`src/ssdt_regs.svh`:
```
// register offsets, field positions, reset values and timing counts of the delay timers
`ifndef SSDT_REGS_SVH
`define SSDT_REGS_SVH

// ****************************************
// register byte addresses
// ****************************************
`define SSDT_ADDR_CFG 12'h000
`define SSDT_ADDR_DELAY 12'h004
`define SSDT_ADDR_STATUS 12'h008

// ****************************************
// field positions
// ****************************************
`define SSDT_CFG_VOLT_LSB 0
`define SSDT_CFG_RAMP_LSB 8
`define SSDT_CFG_SETP_LSB 16
`define SSDT_CFG_SRC_BIT 24
`define SSDT_DLY_START_LSB 0
`define SSDT_DLY_AUX_LSB 8
`define SSDT_DLY_CAP_LSB 16

// ****************************************
// reset values and limits
// ****************************************
`define SSDT_VOLT_RST 7'h14
`define SSDT_RAMP_RST 7'h0a
`define SSDT_VOLT_MAX 7'h64
`define SSDT_RAMP_MAX 7'h78
`define SSDT_DELAY_RST 7'h01

// ****************************************
// timing
// ****************************************
`define SSDT_CLK_PERIOD_NS 8
`define SSDT_SECOND_NS 1000000000
`define SSDT_SEC_CYCLES (`SSDT_SECOND_NS / `SSDT_CLK_PERIOD_NS)

`endif

```
`src/ssdt_pkg.sv`:
```
// types shared by the delay timer block
package ssdt_pkg;
  typedef logic [6:0] ssdt_delay_t;
  typedef enum logic [1:0] {
    SSDT_T_IDLE = 2'b00,
    SSDT_T_PRE = 2'b01,
    SSDT_T_MAIN = 2'b11,
    SSDT_T_DONE = 2'b10
  } ssdt_tstate_t;
endpackage

```
`src/ssdt_delay_timer.sv`:
```
// one restartable delay timer with an optional leading setpoint phase
`timescale 1ns/1ps
module ssdt_delay_timer (
  // clock and reset
  input wire logic pclk,
  input wire logic presetn,
  // control
  input wire logic trig,
  input wire logic arm,
  input wire logic unit_cycles,
  input wire logic cyc_tick,
  input wire logic sec_tick,
  input wire ssdt_pkg::ssdt_delay_t pre_val,
  input wire ssdt_pkg::ssdt_delay_t val,
  // result
  output logic done
);

  ssdt_pkg::ssdt_tstate_t state_q, state_d;
  ssdt_pkg::ssdt_delay_t cnt_q, cnt_d;
  logic unit_tick;

  // main phase counts in the jumpered unit, setpoint phase always in seconds
  assign unit_tick = unit_cycles ? cyc_tick : sec_tick;

  // ****************************************
  // next state
  // ****************************************
  // first unit may be partial: the timebase is shared and free running
  always_comb begin
    state_d = state_q;
    cnt_d = cnt_q;
    if (!arm) begin
      state_d = ssdt_pkg::SSDT_T_IDLE;
      cnt_d = 7'h00;
    end else if (trig) begin
      cnt_d = 7'h00;
      if (pre_val != 7'h00) begin
        state_d = ssdt_pkg::SSDT_T_PRE;
      end else if (val != 7'h00) begin
        state_d = ssdt_pkg::SSDT_T_MAIN;
      end else begin
        state_d = ssdt_pkg::SSDT_T_DONE;
      end
    end else begin
      unique case (state_q)
        ssdt_pkg::SSDT_T_IDLE: begin
        end
        ssdt_pkg::SSDT_T_PRE: begin
          if (sec_tick) begin
            if (cnt_q + 7'h01 == pre_val) begin
              cnt_d = 7'h00;
              state_d = (val != 7'h00) ? ssdt_pkg::SSDT_T_MAIN : ssdt_pkg::SSDT_T_DONE;
            end else begin
              cnt_d = cnt_q + 7'h01;
            end
          end
        end
        ssdt_pkg::SSDT_T_MAIN: begin
          if (unit_tick) begin
            if (cnt_q + 7'h01 == val) begin
              state_d = ssdt_pkg::SSDT_T_DONE;
            end else begin
              cnt_d = cnt_q + 7'h01;
            end
          end
        end
        ssdt_pkg::SSDT_T_DONE: begin
        end
      endcase
    end
  end

  // state registers
  always_ff @(posedge pclk or negedge presetn) begin
    if (!presetn) begin
      state_q <= ssdt_pkg::SSDT_T_IDLE;
      cnt_q <= 7'h00;
    end else begin
      state_q <= state_d;
      cnt_q <= cnt_d;
    end
  end

  assign done = (state_q == ssdt_pkg::SSDT_T_DONE);
endmodule

```
`src/ssdt_top.sv`:
```
// terminal board delay timers, contactor sequencing, indicators and settings over apb
//
// The implementer's own choices: the register addresses and the APB interface to the registers.
`timescale 1ns/1ps
`include "ssdt_regs.svh"

module ssdt_top #(
  parameter int unsigned SEC_CYCLES = `SSDT_SEC_CYCLES
) (
  // clock and reset
  input wire logic pclk,
  input wire logic presetn,
  // apb slave
  input wire logic psel,
  input wire logic penable,
  input wire logic pwrite,
  input wire logic [11:0] paddr,
  input wire logic [31:0] pwdata,
  output logic [31:0] prdata,
  output logic pready,
  output logic pslverr,
  // signals from controller and field contacts
  input wire logic start_cmd,
  input wire logic run_signal,
  input wire logic at_speed_signal,
  input wire logic bypass_closed,
  input wire logic fault_status_signal,
  input wire logic fuse_chain_closed,
  input wire logic emer_bypass,
  input wire logic line_cycle,
  // jumpers and switches
  input wire logic start_unit_cycles_jumper,
  input wire logic start_unit_seconds_jumper,
  input wire logic aux_unit_cycles_jumper,
  input wire logic aux_unit_seconds_jumper,
  input wire logic cap_unit_cycles_jumper,
  input wire logic cap_unit_seconds_jumper,
  input wire logic dual_adjust_switch,
  input wire logic bypass_protection_jumper,
  input wire logic [6:0] start_delay_switch,
  input wire logic [6:0] aux_delay_switch,
  input wire logic [6:0] cap_delay_switch,
  // to controller
  output logic start_to_cpu,
  output logic dual_adjust_en,
  output logic cpu_enable,
  output logic cpu_protect_en,
  output logic [6:0] start_voltage_pct,
  output logic [6:0] ramp_time_s,
  // contactor coils and relay contacts
  output logic main_contactor,
  output logic bypass_coil,
  output logic isolation_coil,
  output logic aux_contacts,
  output logic cap_contacts,
  output logic emer_indication,
  // indicators
  output logic led_start,
  output logic led_fault,
  output logic led_fuse,
  output logic led_cap_on,
  output logic led_timed_out
);

  localparam int NPIN = 37;

  // ****************************************
  // helpers
  // ****************************************
  // cycles only when the cycles jumper alone is fitted; seconds otherwise
  function automatic logic unit_is_cycles(input logic cyc_j, input logic sec_j);
    unit_is_cycles = cyc_j && !sec_j;
  endfunction

  // ****************************************
  // pin synchronisers
  // ****************************************
  logic [NPIN-1:0] pin_raw, sync1_q, sync2_q;

  assign pin_raw = {cap_delay_switch, aux_delay_switch, start_delay_switch,
                    bypass_protection_jumper, dual_adjust_switch,
                    cap_unit_seconds_jumper, cap_unit_cycles_jumper,
                    aux_unit_seconds_jumper, aux_unit_cycles_jumper,
                    start_unit_seconds_jumper, start_unit_cycles_jumper,
                    line_cycle, emer_bypass, fuse_chain_closed, fault_status_signal,
                    bypass_closed, at_speed_signal, run_signal, start_cmd};

  // two flops per pin; only the second stage is used by logic
  for (genvar i = 0; i < NPIN; i++) begin : g_sync
    always_ff @(posedge pclk or negedge presetn) begin
      if (!presetn) begin
        sync1_q[i] <= 1'b0;
        sync2_q[i] <= 1'b0;
      end else begin
        sync1_q[i] <= pin_raw[i];
        sync2_q[i] <= sync1_q[i];
      end
    end
  end

  logic start_s, run_s, at_speed_s, byp_s, fault_s, fuse_ok_s, emer_s, line_s;
  logic dual_s, prot_j_s;
  logic start_cyc, aux_cyc, cap_cyc;
  ssdt_pkg::ssdt_delay_t start_sw, aux_sw, cap_sw;

  assign start_s = sync2_q[0];
  assign run_s = sync2_q[1];
  assign at_speed_s = sync2_q[2];
  assign byp_s = sync2_q[3];
  assign fault_s = sync2_q[4];
  assign fuse_ok_s = sync2_q[5];
  assign emer_s = sync2_q[6];
  assign line_s = sync2_q[7];
  assign start_cyc = unit_is_cycles(sync2_q[8], sync2_q[9]);
  assign aux_cyc = unit_is_cycles(sync2_q[10], sync2_q[11]);
  assign cap_cyc = unit_is_cycles(sync2_q[12], sync2_q[13]);
  assign dual_s = sync2_q[14];
  assign prot_j_s = sync2_q[15];
  // bit i of a switch is position i+1 with weight 2**i
  assign start_sw = sync2_q[22:16];
  assign aux_sw = sync2_q[29:23];
  assign cap_sw = sync2_q[36:30];

  // ****************************************
  // timebase and edge detection
  // ****************************************
  logic [31:0] sec_cnt_q, sec_cnt_d;
  logic line_q, start_q, byp_q, sec_tick, cyc_tick;

  // free-running seconds prescaler
  always_comb begin
    sec_cnt_d = (sec_cnt_q == SEC_CYCLES - 1) ? 32'h0000_0000 : sec_cnt_q + 32'h0000_0001;
  end

  always_ff @(posedge pclk or negedge presetn) begin
    if (!presetn) begin
      sec_cnt_q <= 32'h0000_0000;
      line_q <= 1'b0;
      start_q <= 1'b0;
      byp_q <= 1'b0;
    end else begin
      sec_cnt_q <= sec_cnt_d;
      line_q <= line_s;
      start_q <= start_s;
      byp_q <= byp_s;
    end
  end

  assign sec_tick = (sec_cnt_q == SEC_CYCLES - 1);
  assign cyc_tick = line_s && !line_q; // one tick per line cycle

  // ****************************************
  // registers
  // ****************************************
  logic [6:0] volt_q, volt_d, ramp_q, ramp_d, setp_q, setp_d;
  logic src_q, src_d;
  ssdt_pkg::ssdt_delay_t dly_start_q, dly_start_d, dly_aux_q, dly_aux_d;
  ssdt_pkg::ssdt_delay_t dly_cap_q, dly_cap_d;
  logic [31:0] prdata_q, prdata_d, status;
  logic wr_en, setup, mapped;
  logic [6:0] wr_volt, wr_ramp;
  logic start_done, aux_done, cap_done;

  assign setup = psel && !penable;
  assign wr_en = psel && penable && pwrite;
  assign mapped = (paddr == `SSDT_ADDR_CFG) || (paddr == `SSDT_ADDR_DELAY) ||
                  (paddr == `SSDT_ADDR_STATUS);
  assign pready = 1'b1;
  assign pslverr = psel && penable && !mapped;
  assign prdata = prdata_q;
  assign wr_volt = pwdata[`SSDT_CFG_VOLT_LSB +: 7];
  assign wr_ramp = pwdata[`SSDT_CFG_RAMP_LSB +: 7];

  assign status = {19'h0_0000, cap_cyc, aux_cyc, start_cyc, dual_s, byp_s, at_speed_s,
                   run_s, !fuse_ok_s, fault_s, emer_s, cap_done, aux_done, start_done};

  // writes clamp start voltage and ramp time to their legal range; read data captured in setup
  always_comb begin
    volt_d = volt_q;
    ramp_d = ramp_q;
    setp_d = setp_q;
    src_d = src_q;
    dly_start_d = dly_start_q;
    dly_aux_d = dly_aux_q;
    dly_cap_d = dly_cap_q;
    prdata_d = prdata_q;
    if (wr_en && paddr == `SSDT_ADDR_CFG) begin
      volt_d = (wr_volt > `SSDT_VOLT_MAX) ? `SSDT_VOLT_MAX : wr_volt;
      ramp_d = (wr_ramp > `SSDT_RAMP_MAX) ? `SSDT_RAMP_MAX : wr_ramp;
      setp_d = pwdata[`SSDT_CFG_SETP_LSB +: 7];
      src_d = pwdata[`SSDT_CFG_SRC_BIT];
    end
    if (wr_en && paddr == `SSDT_ADDR_DELAY) begin
      dly_start_d = pwdata[`SSDT_DLY_START_LSB +: 7];
      dly_aux_d = pwdata[`SSDT_DLY_AUX_LSB +: 7];
      dly_cap_d = pwdata[`SSDT_DLY_CAP_LSB +: 7];
    end
    if (setup && !pwrite) begin
      unique case (paddr)
        `SSDT_ADDR_CFG: prdata_d = {7'h00, src_q, 1'b0, setp_q, 1'b0, ramp_q, 1'b0, volt_q};
        `SSDT_ADDR_DELAY: prdata_d = {9'h000, dly_cap_q, 1'b0, dly_aux_q, 1'b0, dly_start_q};
        `SSDT_ADDR_STATUS: prdata_d = status;
        default: prdata_d = 32'h0000_0000;
      endcase
    end
  end

  always_ff @(posedge pclk or negedge presetn) begin
    if (!presetn) begin
      volt_q <= `SSDT_VOLT_RST;
      ramp_q <= `SSDT_RAMP_RST;
      setp_q <= 7'h00;
      src_q <= 1'b0;
      dly_start_q <= `SSDT_DELAY_RST;
      dly_aux_q <= `SSDT_DELAY_RST;
      dly_cap_q <= `SSDT_DELAY_RST;
      prdata_q <= 32'h0000_0000;
    end else begin
      volt_q <= volt_d;
      ramp_q <= ramp_d;
      setp_q <= setp_d;
      src_q <= src_d;
      dly_start_q <= dly_start_d;
      dly_aux_q <= dly_aux_d;
      dly_cap_q <= dly_cap_d;
      prdata_q <= prdata_d;
    end
  end

  // ****************************************
  // delay timers
  // ****************************************
  ssdt_pkg::ssdt_delay_t start_val, aux_val, cap_val;

  // switches rule unless software has taken the delays over
  assign start_val = src_q ? dly_start_q : start_sw;
  assign aux_val = src_q ? dly_aux_q : aux_sw;
  assign cap_val = src_q ? dly_cap_q : cap_sw;

  // start delay: armed by the held command outside emergency bypass, restarts on each new press
  ssdt_delay_timer u_start (
    .pclk(pclk), .presetn(presetn),
    .trig(start_s && !start_q), .arm(start_s && !emer_s),
    .unit_cycles(start_cyc), .cyc_tick(cyc_tick), .sec_tick(sec_tick),
    .pre_val(7'h00), .val(start_val), .done(start_done)
  );

  // auxiliary delay from bypass close, after the controller setpoint
  ssdt_delay_timer u_aux (
    .pclk(pclk), .presetn(presetn),
    .trig(byp_s && !byp_q), .arm(byp_s),
    .unit_cycles(aux_cyc), .cyc_tick(cyc_tick), .sec_tick(sec_tick),
    .pre_val(setp_q), .val(aux_val), .done(aux_done)
  );

  // capacitor contactor delay from bypass close, after the setpoint
  ssdt_delay_timer u_cap (
    .pclk(pclk), .presetn(presetn),
    .trig(byp_s && !byp_q), .arm(byp_s),
    .unit_cycles(cap_cyc), .cyc_tick(cyc_tick), .sec_tick(sec_tick),
    .pre_val(setp_q), .val(cap_val), .done(cap_done)
  );

  // ****************************************
  // outputs
  // ****************************************
  logic [14:0] out_q, out_d;

  // emergency bypass removes the controller and runs across the line
  always_comb begin
    out_d[0] = start_done && !emer_s;
    out_d[1] = dual_s;
    out_d[2] = !emer_s;
    out_d[3] = !emer_s || !prot_j_s;
    out_d[4] = run_s;
    out_d[5] = at_speed_s && !emer_s;
    out_d[6] = emer_s ? start_s : run_s;
    out_d[7] = aux_done;
    out_d[8] = cap_done;
    out_d[9] = emer_s;
    out_d[10] = start_s;
    out_d[11] = fault_s;
    out_d[12] = !fuse_ok_s;
    out_d[13] = cap_done;
    out_d[14] = aux_done;
  end

  always_ff @(posedge pclk or negedge presetn) begin
    if (!presetn) begin
      out_q <= 15'h0000;
    end else begin
      out_q <= out_d;
    end
  end

  assign start_to_cpu = out_q[0];
  assign dual_adjust_en = out_q[1];
  assign cpu_enable = out_q[2];
  assign cpu_protect_en = out_q[3];
  assign main_contactor = out_q[4];
  assign bypass_coil = out_q[5];
  assign isolation_coil = out_q[6];
  assign aux_contacts = out_q[7];
  assign cap_contacts = out_q[8];
  assign emer_indication = out_q[9];
  assign led_start = out_q[10];
  assign led_fault = out_q[11];
  assign led_fuse = out_q[12];
  assign led_cap_on = out_q[13];
  assign led_timed_out = out_q[14];
  assign start_voltage_pct = volt_q;
  assign ramp_time_s = ramp_q;
endmodule

```
`config.mk`:
```
export PLATFORM = sky130hd
export DESIGN_NAME = ssdt_top
export DESIGN_NICKNAME = d
export VERILOG_FILES = /design/src/ssdt_pkg.sv /design/src/ssdt_delay_timer.sv /design/src/ssdt_top.sv
export VERILOG_INCLUDE_DIRS = /design/src
export SDC_FILE = /design/constraint.sdc
export NUM_CORES = 1
export LEC_CHECK = 0
export BUFFER_PORTS_ARGS = -buffer_cell sky130_fd_sc_hd__buf_2
export CELL_PAD_IN_SITES_DETAIL_PLACEMENT = 1
export CELL_PAD_IN_SITES_GLOBAL_PLACEMENT = 2
export CORE_AREA = 5 5 185 169
export CTS_CLUSTER_DIAMETER = 30
export DETAILED_ROUTE_END_ITERATION = 16
export DIE_AREA = 0 0 190 174
export PLACE_DENSITY = 0.84
export SYNTH_ARGS = -nofsm -noshare
export SYNTH_HDL_FRONTEND = slang
export SYNTH_SLANG_ARGS = --single-unit
```
`constraint.sdc`:
```
create_clock -name pclk -period 2.6 [get_ports pclk]
set_clock_uncertainty 0.1 [all_clocks]
set_input_delay 0.26 -clock pclk [delete_from_list [all_inputs] [get_ports pclk]]
set_output_delay 0.26 -clock pclk [all_outputs]
set_load 0.005 [all_outputs]
```
==> impl_metrics.py, run 1 <==
metrics = {
    "yosys": {
        "syn_avg_cell_area_um2": 11.2,
        "synth_area_um2": 9480,
        "synthAdderAreaFrac": 0.00528,
        "yosysSeqAreaShare": 0.566,
        "yosys.area_share.xor_xnor": 0.0755,
        "ys_types": 69,
        "synth_edf_count": 0,
        "synthCells": 847,
        "ys_seq_elements": 214,
        "async_flop_share": 1.00,
        "synth_compound_area_frac": 0.0979,
        "synthMuxAreaShare": 0.0570,
        "synth_top_family_by_area": "simple AND/OR/NAND/NOR gates",
        "synth_flop_cell": "dfrtp_1",
        "synthSimpleGateAreaFrac": 0.170,
        "yosysWarnings": 0,
    },
    "route": {
        "viasPerCell": 5.01,
        "num_vias": 7858,
        "drt_pass1_iterations": 5,
        "drc_errors": 0,
        "drtIter0Drc": 421,
        "wl_per_cell_um": 20.5,
        "ant_nets": 0,
        "wl_mm": 32.2,
    },
    "floorplanning": {
        "core_um2": 29400,
        "die_h_um": 174,
        "io_pins": 149,
        "die_area_um2": 33100,
        "initial_utilization": 0.323,
        "die_x_um": 190,
        "rows": 60,
    },
    "pwr": {
        "p_clk_frac": 0.602,
        "p_leak_nw": 6.34,
        "seqPwrFrac": 0.348,
        "internal-power_mw": 7.65,
        "total_power_mw": 10.1,
        "power_density_nw_per_um2": 746,
        "switching_power_mw": 2.41,
        "ir_drop_v": 0.000477,
        "swShare": 0.239,
        "p_comb_frac": 0.050,
    },
    "timing": {
        "worst_slew_pin_slew_ns": 0.597,
        "max_freq_mhz": 394,
        "slew_headroom": 0.598,
        "final-setup-viol-count": 0,
        "rsz0062_at_grt": "yes",
        "hold_viol_final": 0,
        "period_minus_slack_ns": 2.54,
        "slew_viol_final": 0,
        "period_share": 0.977,
    },
    "place": {
        "hpwlAfterDp_mm": 20.5,
        "dp.cells": 1407,
        "io_buffers": 128,
        "gp_congestion": 0.837,
    },
    "global_routing": {
        "grt_pass1_vias": 8633,
        "antenna_found_initial": 0,
        "grt_use_total": 0.189,
        "grt_overflow_total": 0,
        "grt_pass1_wl_mm": 49.6,
        "grt_max_degree": 65,
    },
    "worst_hold_path": {
        "min_path_type": "in -> reg",
    },
    "setup_path": {
        "end_kind": "register",
        "cp_slowest_cell": "dfrtp_2",
        "arrival_ns": 2.88,
        "critPathKind": "reg -> reg",
        "critPathTopFamily": "compound AO/OA/AOI/OAI gates",
        "critPathMaxStageDelay_ns": 0.46,
        "critPathBufInv": 1,
        "start_kind": "register",
        "path_max_fanout": 7,
        "crit_required_ns": 2.94,
        "crit_chain": "and3_2 -> or2_2 -> o211a_1 -> o31a_1 -> o41ai_4 -> buf_4 -> nor4_1 -> a21o_1",
    },
    "final_layout": {
        "stdcell_count": 1569,
        "drive_gt1_frac": 0.304,
        "post-route-util": 0.459,
        "fin_nets": 1216,
        "area_delta_synth_final_pct": 42.2,
        "fill_cells": 3160,
        "n_antenna_cell": 0,
    },
    "clocking": {
        "cts_tree": "built",
        "cts_made_buffers": 48,
        "clockBufferDepth": 3,
        "cts.clk_slew.worst_paths_ns": 0.05,
        "cts-htree-levels": 2,
        "cts_sinks": 214,
        "clk_latency_ns": 0.55,
        "root_buffer": "clkbuf_16",
    },
    "run": {
        "maxCapViolCount": 0,
    },
    "outcome": {
        "status": "finished clean",
    },
}
-- final timing paths --
| check | from | endpoint | slack [ns] | cells after the start |
|---|---|---|---|---|
| max | u_start.cnt_q[2] | u_start.cnt_q[0] | 0.06 | 8 |
| max in group asynchronous | presetn | ramp_time_s[3] | 1.42 | 3 |
| min in group asynchronous | presetn | sec_cnt_q[21] | 0.16 | 2 |
| min | psel | prdata[24] | 0.10 | 5 |
| min reg2reg | sync1_q[27] | aux_sw[4] | 0.22 | 0 |
| max reg2reg | u_start.cnt_q[2] | u_start.cnt_q[0] | 0.06 | 8 |
-- power groups by stage --
stage | sequential (mW) | combinational (mW) | clock (mW)
after floorplan | 3.52 | 0.172 | 0
after global placement | 3.54 | 0.399 | 0
after detailed placement | 3.54 | 0.407 | 0
after CTS | 3.49 | 0.488 | 6.09
after global routing | 3.50 | 0.556 | 6.33
final | 3.50 | 0.508 | 6.05
-- timing repair --
action                                 4_1_cts  5_1_grt
gates resized for setup                      4       33
pin swaps                                    1        5
endpoints found under the hold margin      140        0
hold buffers                                61        0
buffers inserted                             1        9
setup endpoints to repair                   11       25
cloned                                       0        1
-- metal layers --
metal / vias to the layer above / GRT usage / share of wire
li1: 3545 / - / -
met1: 4015 / 0.246 / 0.43
met2: 235 / 0.318 / 0.49
met3: 63 / 0.0416 / 0.054
met4: 0 / 0.0549 / 0.023
met5: - / 0 / 0
-- cell usage after synthesis (3+ instances only) --
cell	n	area, µm²
a22o_1	6	52.6
or4_1	3	22.5
a221oi_1	6	52.6
a31oi_1	3	18.8
and2_1	3	18.8
nand3b_1	5	37.5
buf_4	14	105
dfrtp_1	207	5180
xnor2_1	34	298
o31ai_1	3	22.5
xor2_1	22	193
nand3_1	36	180
nor2b_1	7	43.8
dfstp_2	7	184
xnor3_1	10	225
mux2_2	24	270
a311oi_1	3	26.3
o21ai_1	5	25.0
a41o_1	3	30.0
nor3b_1	5	37.5
and3_1	14	87.6
a21o_1	3	22.5
o41ai_1	4	35.0
nand2_1	124	465
ha_1	4	50.1
clkbuf_1	22	82.6
a21oi_1	17	85.1
o21ai_0	51	255
nor2_1	61	229
a22oi_1	10	75.1
o211ai_1	4	30.0
inv_1	11	41.3
mux2i_1	27	270
buf_1	3	11.3
and4_1	7	61.3
nand4b_1	3	26.3
buf_2	3	15.0
nand2b_1	9	56.3
nor3_1	10	50.1
nand4_1	7	43.8
nor4_1	12	75.1
-- stage by stage --
stage                     hold slack [ns]  TNS [ns]  worst slack [ns]  cell area, µm²
after floorplan                    -0.136         0            0.0914            9510
after global placement              0.141    -0.197           -0.0707           11000
after detailed placement            0.148    -0.589            -0.116           11000
after CTS                          0.0780         0           0.00302           13200
after global routing                0.119    -0.259           -0.0755           13500
final                               0.101         0            0.0591           13500
-- cell families after synthesis --
family                   after synthesis
AO/OA/AOI/OAI                        135
XOR/XNOR                              66
adder cells (fa/ha/maj)                4
buffers and inverters                 54
flip-flops                           214
multiplexers                          51
other                                  2
AND/OR/NAND/NOR                      321
-- registers in the layout (all words and copies together) (netlist names), 2 cells and up --
name               cells
start_voltage_pct      7
u_aux.state_q          2
u_cap.state_q          2
dly_start_q            7
u_start.state_q        2
dly_aux_q              7
dly_cap_q              7
setp_q                 7
sync1_q               37
aux_sw                 7
sec_cnt_q             32
prdata                23
ramp_time_s            7
out_q                 13
u_aux.cnt_q            7
sync2_q                6
cap_sw                 7
start_sw               7
u_start.cnt_q          7
u_cap.cnt_q            7
-- worst register-to-register path, stage by stage, from the launching register on --
cell and delay, ns:
dfrtp_2 0.46, and3_2 0.27, or2_2 0.30, o211a_1 0.13, o31a_1 0.36, o41ai_4 0.41
buf_4 0.19, nor4_1 0.05, a21o_1 0.15
-- cell usage in the layout (no fill, tap or decap), types with 24 or more instances in the layout --
cell and count:
dfrtp_1 204, buf_2 127, nand2_1 123, buf_4 69, dlygate4sd3_1 61, nor2_1 59
o21ai_0 49, clkbuf_16 49, nand3_1 35, xnor2_1 34, mux2_2 24
-- final cells by class --
type	count	area [µm²]	share of cell area
inverters	11	41.3	0.00306
repair buffers	264	1890	0.140
clock inverters	29	335	0.0249
well taps	403	504	0.0374
multi-input cells	587	4040	0.300
clock buffers	61	1310	0.0971
flip-flops and latches	214	5370	0.398
(Power assumes the default switching activity.)
==> run 2: changes to the inputs <==
- CORE_AREA: 5 5 185 169 -> 5 5 126 248
- DIE_AREA: 0 0 190 174 -> 0 0 131 253
==> run 2 against run 1 <==
Register-to-register slack better by 0.04 ns. Setup slack better by 0.042 ns. Final cell count down 5.2%. First-iteration DRC count down 28%. Sequential cell count is the same. Power down 12%. Combinational power fell by 7.7%. Wire length is 12% lower. Global-route usage decreased by 1.4 points. Via count decreased by 4.1%. Critical path type unchanged.
==> impl_metrics.py, run 2 (synthesized netlist as in run 1, its figures left out) <==
metrics = {
    "setup_path": {
        "path_max_fanout": 4,
        "arrival_ns": 2.86,
        "crit_required_ns": 2.96,
        "critPathKind": "reg -> reg",
        "end_kind": "register",
        "start_kind": "register",
    },
    "clocking": {
        "cts_made_buffers": 37,
        "clockBufferDepth": 3,
        "cts.clk_slew.worst_paths_ns": 0.05,
        "clk_latency_ns": 0.53,
        "cts_sinks": 214,
        "cts_tree": "built",
        "cts-htree-levels": 2,
        "root_buffer": "clkbuf_16",
    },
    "final_layout": {
        "regMostFlops": "sync1_q",
        "drive_gt1_frac": 0.270,
        "multi_input_area_um2": 3970,
        "largest_register_ffs": 37,
        "n_antenna_cell": 0,
        "ff_latch_area_um2": 5370,
        "final_cell_mix": "206 x dfrtp_1, 127 x buf_2, 124 x nand2_1",
        "finalInstanceArea_um2": 12800,
        "final_common_cell": "dfrtp_1",
        "area_delta_synth_final_pct": 35.1,
        "fill_cells": 3215,
        "fin_nets": 1184,
    },
    "timing": {
        "whs_ns": 0.0309,
        "slew_headroom": 0.566,
        "period_share": 0.961,
        "worst_slew_pin_slew_ns": 0.651,
        "final-setup-viol-count": 0,
        "period_minus_slack_ns": 2.50,
        "hold_viol_final": 0,
        "max_freq_mhz": 400,
        "rsz0062_at_grt": "no",
        "slew_viol_final": 0,
    },
    "route": {
        "wl_per_cell_um": 19.0,
        "drt_pass1_iterations": 5,
        "wl_mm": 28.3,
        "ant_nets": 0,
        "drc_errors": 0,
        "drtIter0Drc": 302,
        "num_vias": 7539,
        "viasPerCell": 5.07,
    },
    "floorplanning": {
        "die_x_um": 131,
        "core_um2": 29200,
        "die_area_um2": 33100,
        "die_h_um": 253,
        "initial_utilization": 0.325,
        "io_pins": 149,
        "rows": 89,
    },
    "place": {
        "hpwlAfterDp_mm": 19.1,
        "io_buffers": 128,
        "placed_cell_area_um2": 10800,
        "gp_congestion": 0.877,
    },
    "outcome": {
        "status": "finished clean",
    },
    "global_routing": {
        "grt_use_total": 0.175,
        "grt_max_degree": 78,
        "grt_overflow_total": 0,
        "antenna_found_initial": 0,
        "grt_pass1_vias": 8510,
        "grt_pass1_wl_mm": 46.0,
    },
    "pwr": {
        "p_leak_nw": 6.03,
        "power_density_nw_per_um2": 694,
        "ir_drop_v": 0.000534,
    },
    "worst_hold_path": {
        "min_path_type": "in -> reg",
    },
    "run": {
        "maxCapViolCount": 0,
    },
}
==> run 2: per-layer routing <==
| metal | share of wire | up-vias | GRT usage |
|---|---|---|---|
| met2 | 0.51 | 208 | 0.298 |
| met3 | 0.052 | 55 | 0.0325 |
| li1 | - | 3475 | - |
| met4 | 0.025 | 0 | 0.0585 |
| met5 | 0 | - | 0 |
| met1 | 0.41 | 3801 | 0.221 |
==> run 2: cell type report <==
class | instances | area share
clock buffers | 42 | 0.0745
well taps | 364 | 0.0356
repair buffers | 243 | 0.133
flip-flops and latches | 214 | 0.419
clock inverters | 26 | 0.0249
multi-input cells | 587 | 0.310
inverters | 11 | 0.00322
==> run 2: repair_timing <==
item                       in CTS  in global routing
hold buffers                   61                  0
setup buffers                   1                  0
setup endpoints to repair      16                 24
pin swaps                       1                  4
resized for setup               4                 17
hold endpoints to repair      149                  0
==> run 2: critical path: stages (launching register included) <==
cell and delay, ns:
dfrtp_1 0.38, ha_1 0.24, and3_1 0.20, and3_1 0.20
xnor3_1 0.37, nor4b_4 0.29, nor3_1 0.15, nor4_1 0.37
a2111o_1 0.15
==> run 2: stage by stage <==
stage / setup TNS [ns] / power, mW / cells / setup WS (ns) / util
floorplan: 0 / 3.69 / 855 / 0.0914 / -
global placement: 0 / 3.91 / 1357 / 0.0166 / 0.371
detailed placement: -0.521 / 3.92 / 1357 / -0.0889 / 0.371
CTS: 0 / 8.98 / 1487 / 0.0128 / 0.436
global route: 0 / 9.19 / 1487 / 0.0156 / 0.439
finish: 0 / 8.89 / 1487 / 0.101 / 0.439
==> run 2: path summary, 6_finish.rpt <==
kind                                     start               end  cells past startpoint  slack [ns]
worst max-delay path            u_cap.cnt_q[0]  u_cap.state_q[0]                      8        0.10
worst max register to register  u_cap.cnt_q[0]  u_cap.state_q[0]                      8        0.10
max in group asynchronous              presetn             run_s                      3        1.31
worst min-delay path                  paddr[0]         prdata[7]                      4        0.03
worst min register to register      sync1_q[4]           fault_s                      0        0.25
min in group asynchronous              presetn         cap_sw[3]                      2        0.25
==> run 2: report_power, final <==
| part | internal (mW) | total [mW] | switching [mW] |
|---|---|---|---|
| clock | 3.11 | 4.94 | 1.82 |
| combinational | 0.214 | 0.469 | 0.255 |
| sequential | 3.42 | 3.48 | 0.0607 |
| total | 6.75 | 8.89 | 2.14 |
==> run 3: changes to the inputs <==
- RECOVER_POWER: unset -> 100
==> run 3 against run 2 <==
The flow now finishes with violations (max-capacitance violations, max-slew violations). Setup slack got worse by 0.0050 ns. Via count about the same. First-iteration DRC count increased by 2.0%. Critical path depth unchanged. Maximum frequency decreased by 0.20%. Sequential cell count unchanged. Combinational power decreased by 2%. Clock-buffer cell count unchanged. Critical endpoint unchanged. Highest routed layer unchanged.
==> impl_metrics.py, run 3 (synthesized netlist as in run 1, its figures left out) <==
metrics = {
    "setup_path": {
        "start_kind": "register",
        "crit_required_ns": 2.96,
        "path_max_fanout": 4,
        "end_kind": "register",
        "r2r_slack_ns": 0.1,
        "arrival_ns": 2.86,
        "critPathKind": "reg -> reg",
        "reg2regPathDepth": 8,
    },
    "pwr": {
        "p_comb_frac": 0.052,
        "switching_power_mw": 2.15,
        "p_leak_nw": 5.83,
        "total_power_mw": 8.89,
        "p_clk_frac": 0.556,
        "internal-power_mw": 6.74,
        "power_density_nw_per_um2": 700,
        "swShare": 0.242,
        "seqPwrFrac": 0.392,
        "ir_drop_v": 0.000524,
    },
    "clocking": {
        "root_buffer": "clkbuf_16",
        "cts-htree-levels": 2,
        "cts.clk_slew.worst_paths_ns": 0.05,
        "cts_tree": "built",
        "clockBufferDepth": 3,
        "clk_latency_ns": 0.53,
        "cts_made_buffers": 37,
        "cts_sinks": 214,
    },
    "route": {
        "drtIter0Drc": 308,
        "drt_pass1_iterations": 4,
        "wl_mm": 28.3,
        "num_vias": 7542,
        "wl_per_cell_um": 19.0,
        "drc_errors": 0,
        "ant_nets": 0,
        "viasPerCell": 5.07,
    },
    "floorplanning": {
        "die_h_um": 253,
        "initial_utilization": 0.325,
        "io_pins": 149,
        "die_area_um2": 33100,
        "core_um2": 29200,
        "rows": 89,
        "die_x_um": 131,
    },
    "final_layout": {
        "largest_register_ffs": 37,
        "final_cell_mix": "206 x dfrtp_1, 124 x nand2_1, 88 x buf_2",
        "multi_input_area_um2": 3970,
        "drive_gt1_frac": 0.222,
        "fin_nets": 1184,
        "fill_cells": 3253,
        "final_common_cell": "dfrtp_1",
        "area_delta_synth_final_pct": 33.8,
        "ff_latch_area_um2": 5370,
        "n_antenna_cell": 0,
        "stdcell_count": 1487,
        "regMostFlops": "sync1_q",
    },
    "global_routing": {
        "grt_use_total": 0.175,
        "grt_overflow_total": 0,
        "antenna_found_initial": 0,
        "grt_pass1_wl_mm": 46.0,
        "grt_max_degree": 78,
        "grt_pass1_vias": 8510,
    },
    "outcome": {
        "status": "finished, violations left",
        "failed_checks": "max-capacitance violations, max-slew violations",
    },
    "timing": {
        "fin_ws_ns": 0.0962,
        "tns_ns": 0,
        "rsz0062_at_grt": "no",
        "final-setup-viol-count": 0,
        "hold_viol_final": 0,
        "whs_ns": 0.0354,
        "slew_headroom": -0.177,
        "slew_viol_final": 78,
        "period_share": 0.963,
        "period_minus_slack_ns": 2.50,
        "worst_slew_pin_slew_ns": 1.77,
        "max_freq_mhz": 399,
    },
    "place": {
        "gp_congestion": 0.877,
        "io_buffers": 128,
        "post-place-ws_ns": -0.0889,
        "hpwlAfterDp_mm": 19.1,
        "dp.cells": 1357,
    },
    "worst_hold_path": {
        "hold_depth": 4,
        "min_path_type": "in -> reg",
    },
    "run": {
        "maxCapViolCount": 1,
    },
}
[run 3: layout make-up]
cell class	count	area share
clock buffer	42	0.0752
sequential	214	0.423
inverter	11	0.00325
multi-input combinational	587	0.312
tap	364	0.0359
clock inverter	26	0.0251
timing repair buffer	243	0.125
[run 3: what timing repair did]
item | in CTS | in global routing
cloned | 0 | 0
pin swaps | 1 | 4
hold endpoints to repair | 149 | 0
resized for setup | 4 | 17
endpoints found under the setup margin | 16 | 24
hold buffers | 61 | 0
setup buffers | 1 | 0
[run 3: worst paths after layout]
path                                         to           start
setup / recovery               u_cap.state_q[0]  u_cap.cnt_q[0]
hold / removal                        prdata[7]        paddr[0]
setup reg to reg               u_cap.state_q[0]  u_cap.cnt_q[0]
hold reg to reg                         fault_s      sync1_q[4]
max in group asynchronous  start_voltage_pct[2]         presetn
min in group asynchronous           sync1_q[36]         presetn
[run 3: metal layers]
| metal | GRT usage | share of wire | vias up | wire length (µm) |
|---|---|---|---|---|
| met4 | 0.0585 | 0.024 | 0 | 688 |
| met5 | 0 | 0 | - | 0 |
| met2 | 0.298 | 0.51 | 203 | 14500 |
| li1 | - | - | 3478 | - |
| met3 | 0.0325 | 0.053 | 49 | 1490 |
| met1 | 0.221 | 0.41 | 3812 | 11600 |
[run 3: metrics by stage]
stage,utilization,area (µm²)
after detailed placement,0.371,10800
final,0.435,12700
after floorplan,-,9510
after global routing,0.435,12700
after global placement,0.371,10800
after CTS,0.436,12700
[run 3: power by group through the flow]
stage	clock, mW	combinational [mW]	sequential, mW
6_report	4.94	0.458	3.48
5_1_grt	5.18	0.510	3.49
4_1_cts	5.03	0.462	3.48
3_5_place_dp	0	0.385	3.54
3_3_place_gp	0	0.375	3.53
2_1_floorplan	0	0.172	3.52
[run 3: critical path, cell delays in order, from the launching register on]
cell and delay, ns:
dfrtp_1 0.38, ha_1 0.24, and3_1 0.20, and3_1 0.20, xnor3_1 0.37, nor4b_4 0.29, nor3_1 0.15, nor4_1 0.37
a2111o_1 0.15
